--- src/pkg/iord_pkg.sv ---
// Purpose: Shared constants and types for the I/O register space decoder
// Assumes: 8-bit data, 64 direct I/O locations, one core clock
// Notes: Reserved locations have all masks zero
package iord_pkg;

    // Address ranges seen by the core
    localparam logic [7:0] BIT_IO_TOP = 8'h1F;
    localparam logic [7:0] IO_TOP = 8'h3F;
    localparam logic [7:0] DATA_IO_OFS = 8'h20;
    localparam logic [7:0] EXT_LO = 8'h60;
    localparam int IO_CNT = 64;
    localparam logic [7:0] RST_VAL = 8'h00;
    localparam int NVM_TOP_ADDR_BIT = 8;

    // Register offsets (I/O addresses)
    localparam logic [5:0] A_PORT_A_INPUT_LEVELS = 6'h00;
    localparam logic [5:0] A_PORT_A_DIRECTION = 6'h01;
    localparam logic [5:0] A_PORT_A_OUTPUT = 6'h02;
    localparam logic [5:0] A_PORT_B_INPUT_LEVELS = 6'h03;
    localparam logic [5:0] A_PORT_B_DIRECTION = 6'h04;
    localparam logic [5:0] A_PORT_B_OUTPUT = 6'h05;
    localparam logic [5:0] A_PORT_PULLUP_DRIVE_CONTROL = 6'h12;
    localparam logic [5:0] A_TFLG0 = 6'h15;
    localparam logic [5:0] A_TFLG1 = 6'h16;
    localparam logic [5:0] A_PCFLG = 6'h1B;
    localparam logic [5:0] A_EXFLG = 6'h1C;
    localparam logic [5:0] A_EXMSK = 6'h1D;
    localparam logic [5:0] A_SCR0 = 6'h1E;
    localparam logic [5:0] A_NVMC = 6'h1F;
    localparam logic [5:0] A_NVMD = 6'h20;
    localparam logic [5:0] A_NVMAL = 6'h21;
    localparam logic [5:0] A_NVMAH = 6'h22;
    localparam logic [5:0] A_TGCTL = 6'h23;
    localparam logic [5:0] A_T0CA = 6'h25;
    localparam logic [5:0] A_T0CB = 6'h26;
    localparam logic [5:0] A_T0CNT = 6'h27;
    localparam logic [5:0] A_T0CMP = 6'h28;
    localparam logic [5:0] A_SCR1 = 6'h2A;
    localparam logic [5:0] A_SCR2 = 6'h2B;
    localparam logic [5:0] A_SPCTL = 6'h2C;
    localparam logic [5:0] A_SPSTA = 6'h2D;
    localparam logic [5:0] A_SPDAT = 6'h2E;
    localparam logic [5:0] A_CMPCS = 6'h30;
    localparam logic [5:0] A_DBGD = 6'h31;
    localparam logic [5:0] A_SLPC = 6'h33;

    // Field layouts: writable, write-one-to-clear and live status bits
    localparam logic [7:0] M_ALL = 8'hFF;
    localparam logic [7:0] M_PORT_PULLUP_DRIVE_CONTROL = 8'h33;
    localparam logic [7:0] M_TFLG0 = 8'h03;
    localparam logic [7:0] M_TFLG1 = 8'h27;
    localparam logic [7:0] M_TWO = 8'h03;
    localparam logic [7:0] M_NVMC = 8'h3F;
    localparam logic [7:0] M_NVMAH = 8'h01;
    localparam logic [7:0] M_TGCTL = 8'h83;
    localparam logic [7:0] M_T0CA = 8'hC3;
    localparam logic [7:0] M_T0CB = 8'h87;
    localparam logic [7:0] M_SPSTA_W = 8'h01;
    localparam logic [7:0] M_SPSTA_S = 8'hC0;
    localparam logic [7:0] M_CMPCS_W = 8'hCF;
    localparam logic [7:0] M_CMPCS_C = 8'h10;
    localparam logic [7:0] M_CMPCS_S = 8'h20;
    localparam logic [7:0] M_SLPC = 8'h07;
    localparam int POS_CMP_OUT = 5;
    localparam int POS_SP_DONE = 7;
    localparam int POS_SP_COLL = 6;

    typedef enum logic [2:0] {
        OP_IO_READ = 3'h0,
        OP_IO_WRITE = 3'h1,
        OP_SET_IO_BIT = 3'h2,
        OP_CLEAR_IO_BIT = 3'h3,
        OP_SKIP_IF_IO_BIT_SET = 3'h4,
        OP_SKIP_IF_IO_BIT_CLEAR = 3'h5,
        OP_DATA_LOAD = 3'h6,
        OP_DATA_STORE = 3'h7
    } iord_op_t;

    typedef enum logic [1:0] {
        ST_IDLE = 2'b01,
        ST_EXT = 2'b10
    } iord_st_t;

    typedef struct packed {
        logic valid;
        iord_op_t op;
        logic [7:0] addr;
        logic [2:0] bit_sel;
        logic [7:0] wdata;
    } iord_req_t;

    typedef struct packed {
        logic done;
        logic skip;
        logic fault;
        logic [7:0] rdata;
    } iord_rsp_t;

    typedef struct packed {
        logic req;
        logic we;
        logic [7:0] addr;
        logic [7:0] wdata;
    } iord_ext_t;

    typedef struct packed {
        logic [7:0] tflg0;
        logic [7:0] tflg1;
        logic [7:0] pcflg;
        logic [7:0] exflg;
        logic cmp_irq;
    } iord_evt_t;

    typedef struct packed {
        logic sp_done;
        logic sp_coll;
        logic cmp_out;
    } iord_stat_t;

    typedef struct packed {
        logic [7:0] port_a_out;
        logic [7:0] port_a_dir;
        logic [7:0] port_b_out;
        logic [7:0] port_b_dir;
        logic [7:0] pullup_ctl;
        logic [7:0] tflg0;
        logic [7:0] tflg1;
        logic [7:0] pcflg;
        logic [7:0] exflg;
        logic [7:0] exmsk;
        logic [7:0] nvm_ctl;
        logic [7:0] nvm_data;
        logic [NVM_TOP_ADDR_BIT:0] nvm_addr;
        logic [7:0] tgctl;
        logic [7:0] t0ca;
        logic [7:0] t0cb;
        logic [7:0] t0cnt;
        logic [7:0] t0cmp;
        logic [7:0] sp_ctl;
        logic [7:0] sp_data;
        logic [7:0] cmp_cs;
        logic [7:0] dbg_data;
        logic [7:0] sleep_ctl;
    } iord_periph_t;

    typedef struct packed {
        iord_st_t st;
        logic [IO_CNT-1:0][7:0] io;
        logic [7:0] pa1;
        logic [7:0] pa2;
        logic [7:0] pa3;
        logic [7:0] pb1;
        logic [7:0] pb2;
        logic [7:0] pb3;
        iord_rsp_t rsp;
        iord_ext_t ext;
    } iord_state_t;

endpackage : iord_pkg

--- src/rtl/iord_decoder.sv ---
// Purpose: Low I/O register space decoder and register file
// Assumes: Core holds a request until DONE; events are clock-synchronous
// Notes: Peripheral engines sit outside; they see control bytes only
`timescale 1ns/1ps

// Summary of operation
// - Bit set/clear only for addresses 0x00-0x1F
// - Skip-if-bit tests for bit-accessible registers
// - Bit operations touch only the addressed bit
// - Status flags clear on writing one
// - I/O read/write cover addresses 0x00-0x3F
// - Data address equals I/O address plus 0x20
// - Extended region 0x60-0xFF only by load/store
// - NVM address bits above top bit ignored
module iord_decoder (
    input wire logic SYS_CLK,
    input wire logic RST,
    input iord_pkg::iord_req_t REQ,
    input wire logic [7:0] PIN_A,
    input wire logic [7:0] PIN_B,
    input iord_pkg::iord_evt_t EVT,
    input iord_pkg::iord_stat_t STAT,
    input wire logic [7:0] EXT_RDATA,
    output iord_pkg::iord_rsp_t RSP,
    output iord_pkg::iord_ext_t EXT,
    output iord_pkg::iord_periph_t PERIPH
);

    iord_pkg::iord_state_t s_ff;
    iord_pkg::iord_state_t nxt_s;

    // Bits that software may write plainly
    function automatic logic [7:0] wr_mask(input logic [5:0] ix);
        case (ix)
            iord_pkg::A_PORT_A_DIRECTION, iord_pkg::A_PORT_A_OUTPUT,
            iord_pkg::A_PORT_B_DIRECTION, iord_pkg::A_PORT_B_OUTPUT,
            iord_pkg::A_SCR0, iord_pkg::A_NVMD, iord_pkg::A_NVMAL,
            iord_pkg::A_T0CNT, iord_pkg::A_T0CMP,
            iord_pkg::A_SCR1, iord_pkg::A_SCR2,
            iord_pkg::A_SPCTL, iord_pkg::A_SPDAT,
            iord_pkg::A_DBGD: wr_mask = iord_pkg::M_ALL;
            iord_pkg::A_PORT_PULLUP_DRIVE_CONTROL: wr_mask = iord_pkg::M_PORT_PULLUP_DRIVE_CONTROL;
            iord_pkg::A_EXMSK: wr_mask = iord_pkg::M_TWO;
            iord_pkg::A_NVMC: wr_mask = iord_pkg::M_NVMC;
            iord_pkg::A_NVMAH: wr_mask = iord_pkg::M_NVMAH;
            iord_pkg::A_TGCTL: wr_mask = iord_pkg::M_TGCTL;
            iord_pkg::A_T0CA: wr_mask = iord_pkg::M_T0CA;
            iord_pkg::A_T0CB: wr_mask = iord_pkg::M_T0CB;
            iord_pkg::A_SPSTA: wr_mask = iord_pkg::M_SPSTA_W;
            iord_pkg::A_CMPCS: wr_mask = iord_pkg::M_CMPCS_W;
            iord_pkg::A_SLPC: wr_mask = iord_pkg::M_SLPC;
            default: wr_mask = 8'h00;
        endcase
    endfunction : wr_mask

    // Flags that clear when written with one
    function automatic logic [7:0] w1c_mask(input logic [5:0] ix);
        case (ix)
            iord_pkg::A_TFLG0: w1c_mask = iord_pkg::M_TFLG0;
            iord_pkg::A_TFLG1: w1c_mask = iord_pkg::M_TFLG1;
            iord_pkg::A_PCFLG: w1c_mask = iord_pkg::M_TWO;
            iord_pkg::A_EXFLG: w1c_mask = iord_pkg::M_TWO;
            iord_pkg::A_CMPCS: w1c_mask = iord_pkg::M_CMPCS_C;
            default: w1c_mask = 8'h00;
        endcase
    endfunction : w1c_mask

    // Readable bits; everything else reads zero
    function automatic logic [7:0] rd_mask(input logic [5:0] ix);
        case (ix)
            iord_pkg::A_PORT_A_INPUT_LEVELS, iord_pkg::A_PORT_B_INPUT_LEVELS: rd_mask = iord_pkg::M_ALL;
            iord_pkg::A_SPSTA:
                rd_mask = iord_pkg::M_SPSTA_W | iord_pkg::M_SPSTA_S;
            iord_pkg::A_CMPCS:
                rd_mask = iord_pkg::M_CMPCS_W | iord_pkg::M_CMPCS_C |
                    iord_pkg::M_CMPCS_S;
            default: rd_mask = wr_mask(ix) | w1c_mask(ix);
        endcase
    endfunction : rd_mask

    // One byte update under a lane mask; bit ops pass a single-bit mask
    function automatic logic [7:0] wr_byte(
        input logic [7:0] old,
        input logic [7:0] wd,
        input logic [7:0] bm,
        input logic [5:0] ix
    );
        logic [7:0] wm;
        logic [7:0] c1;
        wm = wr_mask(ix) & bm;
        c1 = w1c_mask(ix) & bm & wd;
        wr_byte = ((old & ~wm) | (wd & wm)) & ~c1;
    endfunction : wr_byte

    always_comb begin
        logic [5:0] ix;
        logic hit;
        logic is_rd;
        logic is_wr;
        logic [7:0] bm;
        logic [7:0] wd;
        logic [7:0] rv;
        ix = 6'h00;
        hit = 1'b0;
        is_rd = 1'b0;
        is_wr = 1'b0;
        bm = iord_pkg::M_ALL;
        wd = REQ.wdata;
        rv = 8'h00;
        nxt_s = s_ff;
        nxt_s.rsp.done = 1'b0;
        nxt_s.rsp.skip = 1'b0;
        nxt_s.rsp.fault = 1'b0;
        nxt_s.ext.req = 1'b0;

        // Pins pass three stages; a level counts once stages two and three agree
        nxt_s.pa1 = PIN_A;
        nxt_s.pa2 = s_ff.pa1;
        nxt_s.pa3 = s_ff.pa2;
        nxt_s.pb1 = PIN_B;
        nxt_s.pb2 = s_ff.pb1;
        nxt_s.pb3 = s_ff.pb2;
        if (s_ff.pa2 == s_ff.pa3) begin
            nxt_s.io[iord_pkg::A_PORT_A_INPUT_LEVELS] = s_ff.pa3;
        end
        if (s_ff.pb2 == s_ff.pb3) begin
            nxt_s.io[iord_pkg::A_PORT_B_INPUT_LEVELS] = s_ff.pb3;
        end

        // Live status bits are mirrored, never written by software
        nxt_s.io[iord_pkg::A_SPSTA][iord_pkg::POS_SP_DONE] = STAT.sp_done;
        nxt_s.io[iord_pkg::A_SPSTA][iord_pkg::POS_SP_COLL] = STAT.sp_coll;
        nxt_s.io[iord_pkg::A_CMPCS][iord_pkg::POS_CMP_OUT] = STAT.cmp_out;

        case (s_ff.st)
            iord_pkg::ST_IDLE: begin
                if (REQ.valid) begin
                    case (REQ.op)
                        iord_pkg::OP_IO_READ, iord_pkg::OP_IO_WRITE: begin
                            hit = (REQ.addr <= iord_pkg::IO_TOP);
                            ix = REQ.addr[5:0];
                            is_rd = (REQ.op == iord_pkg::OP_IO_READ);
                            is_wr = !is_rd;
                        end
                        iord_pkg::OP_SET_IO_BIT,
                        iord_pkg::OP_CLEAR_IO_BIT: begin
                            hit = (REQ.addr <= iord_pkg::BIT_IO_TOP);
                            ix = REQ.addr[5:0];
                            is_wr = 1'b1;
                            bm = 8'(8'h01 << REQ.bit_sel);
                            wd = (REQ.op == iord_pkg::OP_SET_IO_BIT) ?
                                bm : 8'h00;
                        end
                        iord_pkg::OP_SKIP_IF_IO_BIT_SET,
                        iord_pkg::OP_SKIP_IF_IO_BIT_CLEAR: begin
                            hit = (REQ.addr <= iord_pkg::BIT_IO_TOP);
                            ix = REQ.addr[5:0];
                            is_rd = 1'b1;
                        end
                        default: begin
                            // Data load or store
                            is_rd = (REQ.op == iord_pkg::OP_DATA_LOAD);
                            is_wr = !is_rd;
                            ix = 6'(REQ.addr - iord_pkg::DATA_IO_OFS);
                            hit = (REQ.addr >= iord_pkg::DATA_IO_OFS) &&
                                (REQ.addr < iord_pkg::EXT_LO);
                            if (REQ.addr >= iord_pkg::EXT_LO) begin
                                // Extended space only by data access
                                nxt_s.ext.req = 1'b1;
                                nxt_s.ext.we = is_wr;
                                nxt_s.ext.addr = REQ.addr;
                                nxt_s.ext.wdata = REQ.wdata;
                                nxt_s.st = iord_pkg::ST_EXT;
                                is_rd = 1'b0;
                                is_wr = 1'b0;
                            end
                        end
                    endcase

                    if (hit) begin
                        rv = s_ff.io[ix] & rd_mask(ix);
                        if (is_wr) begin
                            nxt_s.io[ix] = wr_byte(s_ff.io[ix], wd, bm, ix);
                        end
                    end
                    if (nxt_s.st == iord_pkg::ST_IDLE) begin
                        // Out-of-range requests answer with a fault, no effect
                        nxt_s.rsp.done = 1'b1;
                        nxt_s.rsp.fault = !hit;
                        nxt_s.rsp.rdata = is_rd ? rv : 8'h00;
                        if (hit && (REQ.op ==
                            iord_pkg::OP_SKIP_IF_IO_BIT_SET)) begin
                            nxt_s.rsp.skip = rv[REQ.bit_sel];
                        end
                        if (hit && (REQ.op ==
                            iord_pkg::OP_SKIP_IF_IO_BIT_CLEAR)) begin
                            nxt_s.rsp.skip = !rv[REQ.bit_sel];
                        end
                    end
                end
            end
            iord_pkg::ST_EXT: begin
                // External answer is sampled one cycle after the strobe
                nxt_s.rsp.done = 1'b1;
                nxt_s.rsp.rdata = s_ff.ext.we ? 8'h00 : EXT_RDATA;
                nxt_s.st = iord_pkg::ST_IDLE;
            end
            default: begin
                nxt_s.st = iord_pkg::ST_IDLE;
            end
        endcase

        // Hardware set wins over a clear in the same cycle
        nxt_s.io[iord_pkg::A_TFLG0] = nxt_s.io[iord_pkg::A_TFLG0] |
            (EVT.tflg0 & iord_pkg::M_TFLG0);
        nxt_s.io[iord_pkg::A_TFLG1] = nxt_s.io[iord_pkg::A_TFLG1] |
            (EVT.tflg1 & iord_pkg::M_TFLG1);
        nxt_s.io[iord_pkg::A_PCFLG] = nxt_s.io[iord_pkg::A_PCFLG] |
            (EVT.pcflg & iord_pkg::M_TWO);
        nxt_s.io[iord_pkg::A_EXFLG] = nxt_s.io[iord_pkg::A_EXFLG] |
            (EVT.exflg & iord_pkg::M_TWO);
        nxt_s.io[iord_pkg::A_CMPCS] = nxt_s.io[iord_pkg::A_CMPCS] |
            (EVT.cmp_irq ? iord_pkg::M_CMPCS_C : 8'h00);
    end

    always_ff @(posedge SYS_CLK or posedge RST) begin
        if (RST) begin
            nxt_s_reset: begin
                s_ff <= '0;
                s_ff.st <= iord_pkg::ST_IDLE;
                for (int i = 0; i < iord_pkg::IO_CNT; i++) begin
                    s_ff.io[i] <= iord_pkg::RST_VAL;
                end
            end
        end else begin
            s_ff <= nxt_s;
        end
    end

    assign RSP = s_ff.rsp;
    assign EXT = s_ff.ext;

    // Control bytes for the peripheral engines, straight from storage
    assign PERIPH.port_a_out = s_ff.io[iord_pkg::A_PORT_A_OUTPUT];
    assign PERIPH.port_a_dir = s_ff.io[iord_pkg::A_PORT_A_DIRECTION];
    assign PERIPH.port_b_out = s_ff.io[iord_pkg::A_PORT_B_OUTPUT];
    assign PERIPH.port_b_dir = s_ff.io[iord_pkg::A_PORT_B_DIRECTION];
    assign PERIPH.pullup_ctl = s_ff.io[iord_pkg::A_PORT_PULLUP_DRIVE_CONTROL];
    assign PERIPH.tflg0 = s_ff.io[iord_pkg::A_TFLG0];
    assign PERIPH.tflg1 = s_ff.io[iord_pkg::A_TFLG1];
    assign PERIPH.pcflg = s_ff.io[iord_pkg::A_PCFLG];
    assign PERIPH.exflg = s_ff.io[iord_pkg::A_EXFLG];
    assign PERIPH.exmsk = s_ff.io[iord_pkg::A_EXMSK];
    assign PERIPH.nvm_ctl = s_ff.io[iord_pkg::A_NVMC];
    assign PERIPH.nvm_data = s_ff.io[iord_pkg::A_NVMD];
    // Only bits up to the top address bit exist; higher ones never stored
    assign PERIPH.nvm_addr = {s_ff.io[iord_pkg::A_NVMAH][0],
        s_ff.io[iord_pkg::A_NVMAL]};
    assign PERIPH.tgctl = s_ff.io[iord_pkg::A_TGCTL];
    assign PERIPH.t0ca = s_ff.io[iord_pkg::A_T0CA];
    assign PERIPH.t0cb = s_ff.io[iord_pkg::A_T0CB];
    assign PERIPH.t0cnt = s_ff.io[iord_pkg::A_T0CNT];
    assign PERIPH.t0cmp = s_ff.io[iord_pkg::A_T0CMP];
    assign PERIPH.sp_ctl = s_ff.io[iord_pkg::A_SPCTL];
    assign PERIPH.sp_data = s_ff.io[iord_pkg::A_SPDAT];
    assign PERIPH.cmp_cs = s_ff.io[iord_pkg::A_CMPCS];
    assign PERIPH.dbg_data = s_ff.io[iord_pkg::A_DBGD];
    assign PERIPH.sleep_ctl = s_ff.io[iord_pkg::A_SLPC];

endmodule : iord_decoder

--- config.mk ---
export PLATFORM = sky130hd
export DESIGN_NAME = iord_decoder
export DESIGN_NICKNAME = d
export VERILOG_FILES = /design/src/pkg/iord_pkg.sv /design/src/rtl/iord_decoder.sv
export SDC_FILE = /design/constraint.sdc
export NUM_CORES = 1
export LEC_CHECK = 0
export BUFFER_PORTS_ARGS = -buffer_cell sky130_fd_sc_hd__buf_2
export CAP_MARGIN = 20
export CORE_ASPECT_RATIO = 1.25
export CORE_MARGIN = 5
export CORE_UTILIZATION = 47
export DETAILED_ROUTE_END_ITERATION = 7
export PLACE_DENSITY = 0.66
export SLEW_MARGIN = 10
export SYNTH_ARGS = -nofsm -noshare
export SYNTH_HDL_FRONTEND = slang
export SYNTH_SLANG_ARGS = --single-unit
--- constraint.sdc ---
create_clock -name SYS_CLK -period 39.2 [get_ports SYS_CLK]
set_clock_uncertainty 0.05 [all_clocks]
set_input_delay 1.96 -clock SYS_CLK [delete_from_list [all_inputs] [get_ports SYS_CLK]]
set_output_delay 1.96 -clock SYS_CLK [all_outputs]
set_load 0.005 [all_outputs]
* Yosys cells after proc, flatten, opt, wreduce, memory -nomap -nowiden
Memory sizes are Yosys's and may differ from the RTL's.
Index checks and enable logic that the tools add are counted.
W data, S select, Z words.
** Operators by class
- Add/sub/neg operators :: 1
- Magnitude comparators :: 8
- Equal/unequal tests :: 20
- Shift-type cells :: 1
- Mux-type cells :: 77
- Bitwise operators :: 17
- Reduce and logical (&&, ||, !) cells :: 22
** Operators with widths (count)
- $mux W512 :: 2
- $mux W514 :: 1
- $bwmux W512 :: 1
- $mux W392 :: 1
- $mux W8 :: 35
- $and A8 B8 Y8 :: 7
- $mux W18 :: 3
- $bmux W8 S6 :: 1
- $demux W8 S6 :: 1
- $pmux W8 S2 :: 2
- $mux W29 :: 1
- $eq A6 B5 Y1 const B :: 4
- $or A8 B2 Y8 :: 3
- $mux W6 :: 3
- $pmux W6 S3 :: 1
- $eq A8 B8 Y1 :: 2
- $not A8 Y8 :: 2
- $or A8 B8 Y8 :: 2
- $eq A6 B6 Y1 const B :: 2
- $mux W2 :: 6
- $pmux W6 S2 :: 1
- $mux W1 :: 11
- $mux W11 :: 1
- $eq A3 B3 Y1 const B :: 3
- other kinds (34) :: 50
** Word-level totals
- Flip-flop bits (word level) :: 591
- Memory bits (read-only) :: 1024
- Input port bits :: 85
- Output and inout port bits :: 214
- Logic and storage cells :: 228
- Memories :: 2
** Memories
- (no name shown) :: depth 64, bits a word 8, rd ports 1, clocked after Yosys merged registers in 0, write ports 0, line iord_decoder.sv:34 : case (ix)
- (no name shown) :: depth 64, bits a word 8, rd ports 1, clocked after Yosys merged registers in 0, write ports 0, line iord_decoder.sv:34

* Longest topological paths before layout
Gate-level depths: netlist (run 1).
- Depth in word-level cells :: 28
- Depth in mapped cells :: 18
- Gate-level depth less buffers :: 11

* Least setup slack after synthesis (run 1)
No wires, ideal clock.
- Kind :: input-to-reg
- Start :: input port REQ[12] (netlist name)
- End :: register s_ff, in the netlist PERIPH[130]
- Library setup time :: 0.078 ns
- Arrival time :: 4.823 ns
- Data required time :: 39.072 ns
- Setup slack :: 34.249 ns
- Stages :: 15
- Buffers on the path :: 6
- Cell sequence :: buf_6 buf_6 buf_6 buf_6 buf_6 inv_1 ha_1 mux4_2 o21ai_0 nand2_1 a21bo_2 a32oi_1 clkbuf_1 nor2_1 o21bai_1
** RTL lines
- start: declaration :: line iord_decoder.sv:18 : input iord_pkg::iord_req_t REQ,
- end signal: assignment :: line iord_decoder.sv:236 : s_ff <= nxt_s;
- end: declaration :: line iord_decoder.sv:29 : iord_pkg::iord_state_t s_ff;

==> results.sh, run 1 <==
export IMPL_outcome="finished, final reports clean"
export IMPL_holdCritPathClass="reg -> reg"
export IMPL_cp_required_ps=39600
export IMPL_synth_cell_types=88
export IMPL_ys_async_sr_fraction_pct=100
export IMPL_yosysMostFrequentCell="dfrtp_1"
export IMPL_path_class="in -> reg"
export IMPL_p_leak_nw=15.1
export IMPL_netlist_area_mm2=0.0292
export IMPL_drive_gt1_share_pct=36.5
export IMPL_ys_flop_type="dfrtp_1"
export IMPL_synth_seq_cells=591
export IMPL_synthCells=2430
export IMPL_track_usage_pct=24.8
export IMPL_min_to="nxt_s[59]"
export IMPL_vias=19400
export IMPL_fp_dieW_um=233
export IMPL_slew_headroom_pct=18.6
export IMPL_detail_route_antenna_nets=0
export IMPL_rrSetupSlack_ps=35150
export IMPL_synth_avg_cell_area_um2=12.0
export IMPL_cts_tree="done"
export IMPL_crit_top_cell="buf_4"
export IMPL_irDropWorstVdd_uv=42.3
export IMPL_syn2layout_area_growth_pct=7.99
export IMPL_io_pins=299
export IMPL_synth_area_leaders="dfrtp_1 51%, mux2_2 13%, mux4_2 7.3%, buf_4 5.8%, nor2_1 2.9%"
export IMPL_io_buffers=276
export IMPL_clockBufferDepth=3
export IMPL_path_cells="buf_6, buf_4, buf_4, mux4_2, a22o_1, a221oi_1, o221ai_2, nand2_2, o31ai_2, a221oi_4, buf_4, o21ai_0"
export IMPL_first_pass_iters=5
export IMPL_grt_pass1_vias=19700
export IMPL_rows=102
export IMPL_place_congestion=0.957
export IMPL_root_buffer="clkbuf_16"
export IMPL_grt_pass1_wl_um=127000
export IMPL_p_total_mw=1.39
export IMPL_finalSetupTns_ps=0
export IMPL_postPlaceCellArea_mm2=0.0294
export IMPL_path_clk_slew_ps=60
export IMPL_reg2regPathDepth=9
export IMPL_synth_edf_count=0
export IMPL_maxCapViolCount=0
export IMPL_fin_area_mm2=0.0315
export IMPL_crit_buf_inv=4
export IMPL_path_depth=12
export IMPL_numClockSinks=591
export IMPL_slew_violations=0
export IMPL_synth_top_area_share_pct=50.6
export IMPL_hold_violations=0
export IMPL_min_from="nxt_s[67]"
export IMPL_grt_max_degree=182
export IMPL_hpwlAfterDp_um=57600
export IMPL_dieArea_mm2=0.0672
export IMPL_yosys_top_cells_count="590 x dfrtp_1, 331 x mux2_2, 227 x buf_4, 227 x nor2_1, 164 x nand2_1"
export IMPL_postCtsHoldBufs=0
export IMPL_cts_buffers=58
export IMPL_setup_viol=0
export IMPL_slowest_delay_ps=830
export IMPL_yosysWarnings=0
export IMPL_n_antenna_cell=0
export IMPL_endpoint_kind="register"
export IMPL_totalWireLength_um=84300
export IMPL_period_needed_ps=6710
export IMPL_synthesis_nets=2528
export IMPL_slowest_stage="buf_4"
export IMPL_netlist_top_cell_by_area="dfrtp_1"
export IMPL_rsz0062_at_grt="no"
export IMPL_postCtsSetupRepairBufs=0
export IMPL_fp_coreArea_mm2=0.0618
export IMPL_vias_per_cell=5.90
export IMPL_cp_start_kind="primary input"
export IMPL_path_max_fanout=64
export IMPL_antenna_found_initial=0
export IMPL_hold_depth=0
export IMPL_initial_core_util_pct=47.2
export IMPL_finalCritPeriodShare_pct=17.1
export IMPL_cts_resized=0
export IMPL_routedWlPerCell_um=25.6
export IMPL_clock_latency_ps=660
export IMPL_route_detailed_drc=0
export IMPL_grt_overflow=0
export IMPL_die_h_um=289
export IMPL_worst_pin_slew_ps=1210
export IMPL_power_density_mw_per_mm2=44.1
export IMPL_whs_ps=293
export IMPL_path_delay_family="buffers and inverters"
export IMPL_h_tree_depth=2
export IMPL_drt_iter0_drc=1836
export IMPL_fmax_mhz=149
export IMPL_nets=2511
export IMPL_yosysSeqAreaShare_pct=50.7
export IMPL_arrival_ps=7110
==> area by class of cell <==
class / instances / area, um^2
fillers: 5444 / 30300
flip-flops and latches: 591 / 14800
multi-input cells: 1422 / 11800
repair buffers: 322 / 1790
clock buffers: 83 / 1690
well taps: 832 / 1040
clock inverters: 23 / 280
inverters: 18 / 75.1
==> report_power, final <==
group	total, mW	leakage (nW)	switching, mW	internal (mW)
Clock	0.565	0.961	0.244	0.321
Sequential	0.657	8.01	0.0172	0.640
Combinational	0.168	6.16	0.108	0.0591
Total	1.39	15.1	0.370	1.02
==> kinds of logic after synthesis <==
logic type      count (synthesis)  synth area share [%]
compound gates                382                  8.39
simple gates                  526                  7.88
fa+ha+maj                      14                 0.592
buf+inv                       417                  8.90
mux                           483                  23.0
flops                         591                  50.7
xor+xnor                       17                 0.510
==> per-layer routing <==
layer | up-vias | wire length, um | track usage (%) | part of all wire [%]
met2 | 785 | 40900 | 40.5 | 49
met1 | 10100 | 34100 | 33.3 | 40
li1 | 8396 | - | - | -
met4 | 0 | 3570 | 9.75 | 4.2
met5 | - | 0 | 0 | 0
met3 | 173 | 5710 | 4.49 | 6.8
==> placed cells by master (no fill, tap or decap), types with 14 or more instances in the layout <==
cell type	n
buf_4	42
clkbuf_8	15
a21oi_2	16
xnor2_1	16
nor3_1	18
nand2_1	164
clkbuf_16	58
o21ai_2	14
a21oi_1	153
nor2_1	227
nand3_1	26
o21ai_0	71
nand4_1	19
mux4_2	94
inv_1	15
mux4_1	18
mux2_2	331
mux2i_1	40
a22oi_1	22
nor2b_1	16
dfrtp_1	590
buf_2	273
==> how the worst max path moves through the flow <==
stage / startpoint / to / slack, ps
after detailed placement: REQ[12] / register / 31870
after CTS: REQ[12] / register / 32550
final: REQ[12] / register / 32490
after floorplan: RST / EXT[0] / 20650
after global placement: REQ[12] / register / 31950
after global routing: REQ[12] / register / 32230
==> through the flow <==
stage	setup slack, ps	util (%)	std cells
final	32490	51.0	3291
after detailed placement	31870	47.7	3176
after global placement	31950	47.6	3175
after floorplan	20650	-	2430
after CTS	32550	50.8	3282
after global routing	32230	51.0	3291
(Power assumes the default switching activity.)
==> run 2, diff against run 1 <==
- clock period: 39.2 -> 6.54 ns (I/O delays scaled with it)
==> run 2 against run 1 <==
  * Via count rose by 1.9%
  * Register-to-register slack worse by 32000 ps
  * Clock power increased to 6.6 times the previous value
  * Clock-buffer cell count is 2 higher
  * Utilization increased by 1.3 points
  * Largest cell class unchanged
  * Largest power group unchanged
==> results.sh, run 2 (synthesis gave the netlist of run 1 again) <==
export IMPL_cp_start_kind="primary input"
export IMPL_syn2layout_area_growth_pct=10.8
export IMPL_postCtsHoldBufs=51
export IMPL_cts_buffers=59
export IMPL_final_common_cell="dfrtp_1"
export IMPL_finalCritPeriodShare_pct=64.6
export IMPL_io_pins=299
export IMPL_io_buffers=276
export IMPL_grt_pass1_wl_um=131000
export IMPL_final_cell_mix="590 x dfrtp_1, 331 x mux2_2, 273 x buf_2"
export IMPL_finish_utilization_pct=52.3
export IMPL_path_cells="dlygate4sd3_1, buf_2, maj3_1, a2bb2oi_1, nor2_1, nand4b_1, nor2_1, nand2_1, nor2_1, mux2_2"
export IMPL_track_usage_pct=25.5
export IMPL_vias_per_cell=5.91
export IMPL_route_detailed_drc=0
export IMPL_cp_required_ps=7000
export IMPL_antenna_found_initial=0
export IMPL_totalWireLength_um=86200
export IMPL_path_class="in -> reg"
export IMPL_dp_cells=3182
export IMPL_path_delay_family="simple AND/OR/NAND/NOR gates"
export IMPL_first_pass_iters=6
export IMPL_dieArea_mm2=0.0672
export IMPL_path_depth=10
export IMPL_die_h_um=289
export IMPL_crit_top_cell="nor2_1"
export IMPL_routedWlPerCell_um=25.7
export IMPL_post_place_ws_ps=1830
export IMPL_h_tree_depth=2
export IMPL_switching_share_pct=26.0
export IMPL_reg2regPathDepth=7
export IMPL_slew_violations=0
export IMPL_outcome="finished, final reports clean"
export IMPL_rsz0062_at_grt="no"
export IMPL_p_leak_nw=15.5
export IMPL_postCtsSetupRepairBufs=0
export IMPL_path_clk_slew_ps=60
export IMPL_slowest_delay_ps=900
export IMPL_maxCapViolCount=0
export IMPL_grt_pass1_vias=20500
export IMPL_switchingPower_mw=2.27
export IMPL_hold_depth=2
export IMPL_vias=19800
export IMPL_place_congestion=0.946
export IMPL_cts_resized=0
export IMPL_n_antenna_cell=0
export IMPL_crit_buf_inv=2
export IMPL_cts_tree="done"
export IMPL_clock_power_share_pct=42.8
export IMPL_nets=2567
export IMPL_comb_power_share_pct=12.1
export IMPL_setup_viol=0
export IMPL_detail_route_antenna_nets=0
export IMPL_path_max_fanout=11
export IMPL_setup_slack_ps=2310
export IMPL_fp_dieW_um=233
export IMPL_worst_pin_slew_ps=1140
export IMPL_fmax_mhz=237
export IMPL_rows=102
export IMPL_irDropWorstVdd_uv=207
export IMPL_grt_overflow=0
export IMPL_drt_iter0_drc=1760
export IMPL_internal_power_mw=6.47
export IMPL_clock_latency_ps=660
export IMPL_slowest_stage="nor2_1"
export IMPL_grt_max_degree=195
export IMPL_hold_violations=0
export IMPL_startpoint="REQ[21]"
export IMPL_fp_coreArea_mm2=0.0618
export IMPL_sequentialPowerShare_pct=45.1
export IMPL_min_from="REQ[16]"
export IMPL_power_density_mw_per_mm2=270
export IMPL_root_buffer="clkbuf_16"
export IMPL_numClockSinks=591
export IMPL_drive_gt1_share_pct=36.1
export IMPL_clockBufferDepth=3
export IMPL_endpoint_kind="register"
export IMPL_period_needed_ps=4230
export IMPL_instances_no_fill=3348
export IMPL_r2r_start="s_ff[589]"
export IMPL_slew_headroom_pct=23.0
export IMPL_initial_core_util_pct=47.2
export IMPL_hpwlAfterDp_um=59100
export IMPL_holdCritPathClass="in -> reg"
export IMPL_arrival_ps=4690
[run 2: area by class of cell]
class,count,area (um^2)
fillers,5380,29400
flip-flops and latches,591,14800
multi-input cells,1422,11800
repair buffers,377,2400
clock buffers,85,1760
well taps,832,1040
clock inverters,23,422
inverters,18,71.3
[run 2: final timing paths]
| kind | endpoint | slack (ps) |
|---|---|---|
| setup reg to reg | register | 2800 |
| hold / removal | EXT[13] | 30 |
| min in group asynchronous | async pin | 330 |
| hold reg to reg | nxt_s[59] | 290 |
| max in group asynchronous | nxt_s[42] | 4330 |
| setup / recovery | register | 2310 |
[run 2: routing by layer]
metal	GRT usage (%)	wire length, um
met4	9.06	3370
met2	42.1	41900
met5	0	0
met1	34.2	35100
met3	4.70	5850
[run 2: power groups by stage]
stage               combinational, mW  clock [mW]  sequential (mW)
global route                     1.15        3.94             3.96
global placement                0.997           0             3.99
floorplan                       0.767           0             3.97
finish                           1.06        3.74             3.94
CTS                              1.05        3.81             3.94
detailed placement               1.02           0             4.00
[run 2: per-stage QoR]
step                area [um^2]  setup TNS, ps  total power [mW]  hold slack (ps)
floorplan                 29200       -1117180              4.74              281
global placement          29500              0              4.99              283
detailed placement        29600              0              5.03              287
CTS                       32300              0              8.79            0.453
global route              32300              0              9.04             48.4
finish                    32300              0              8.74             28.4
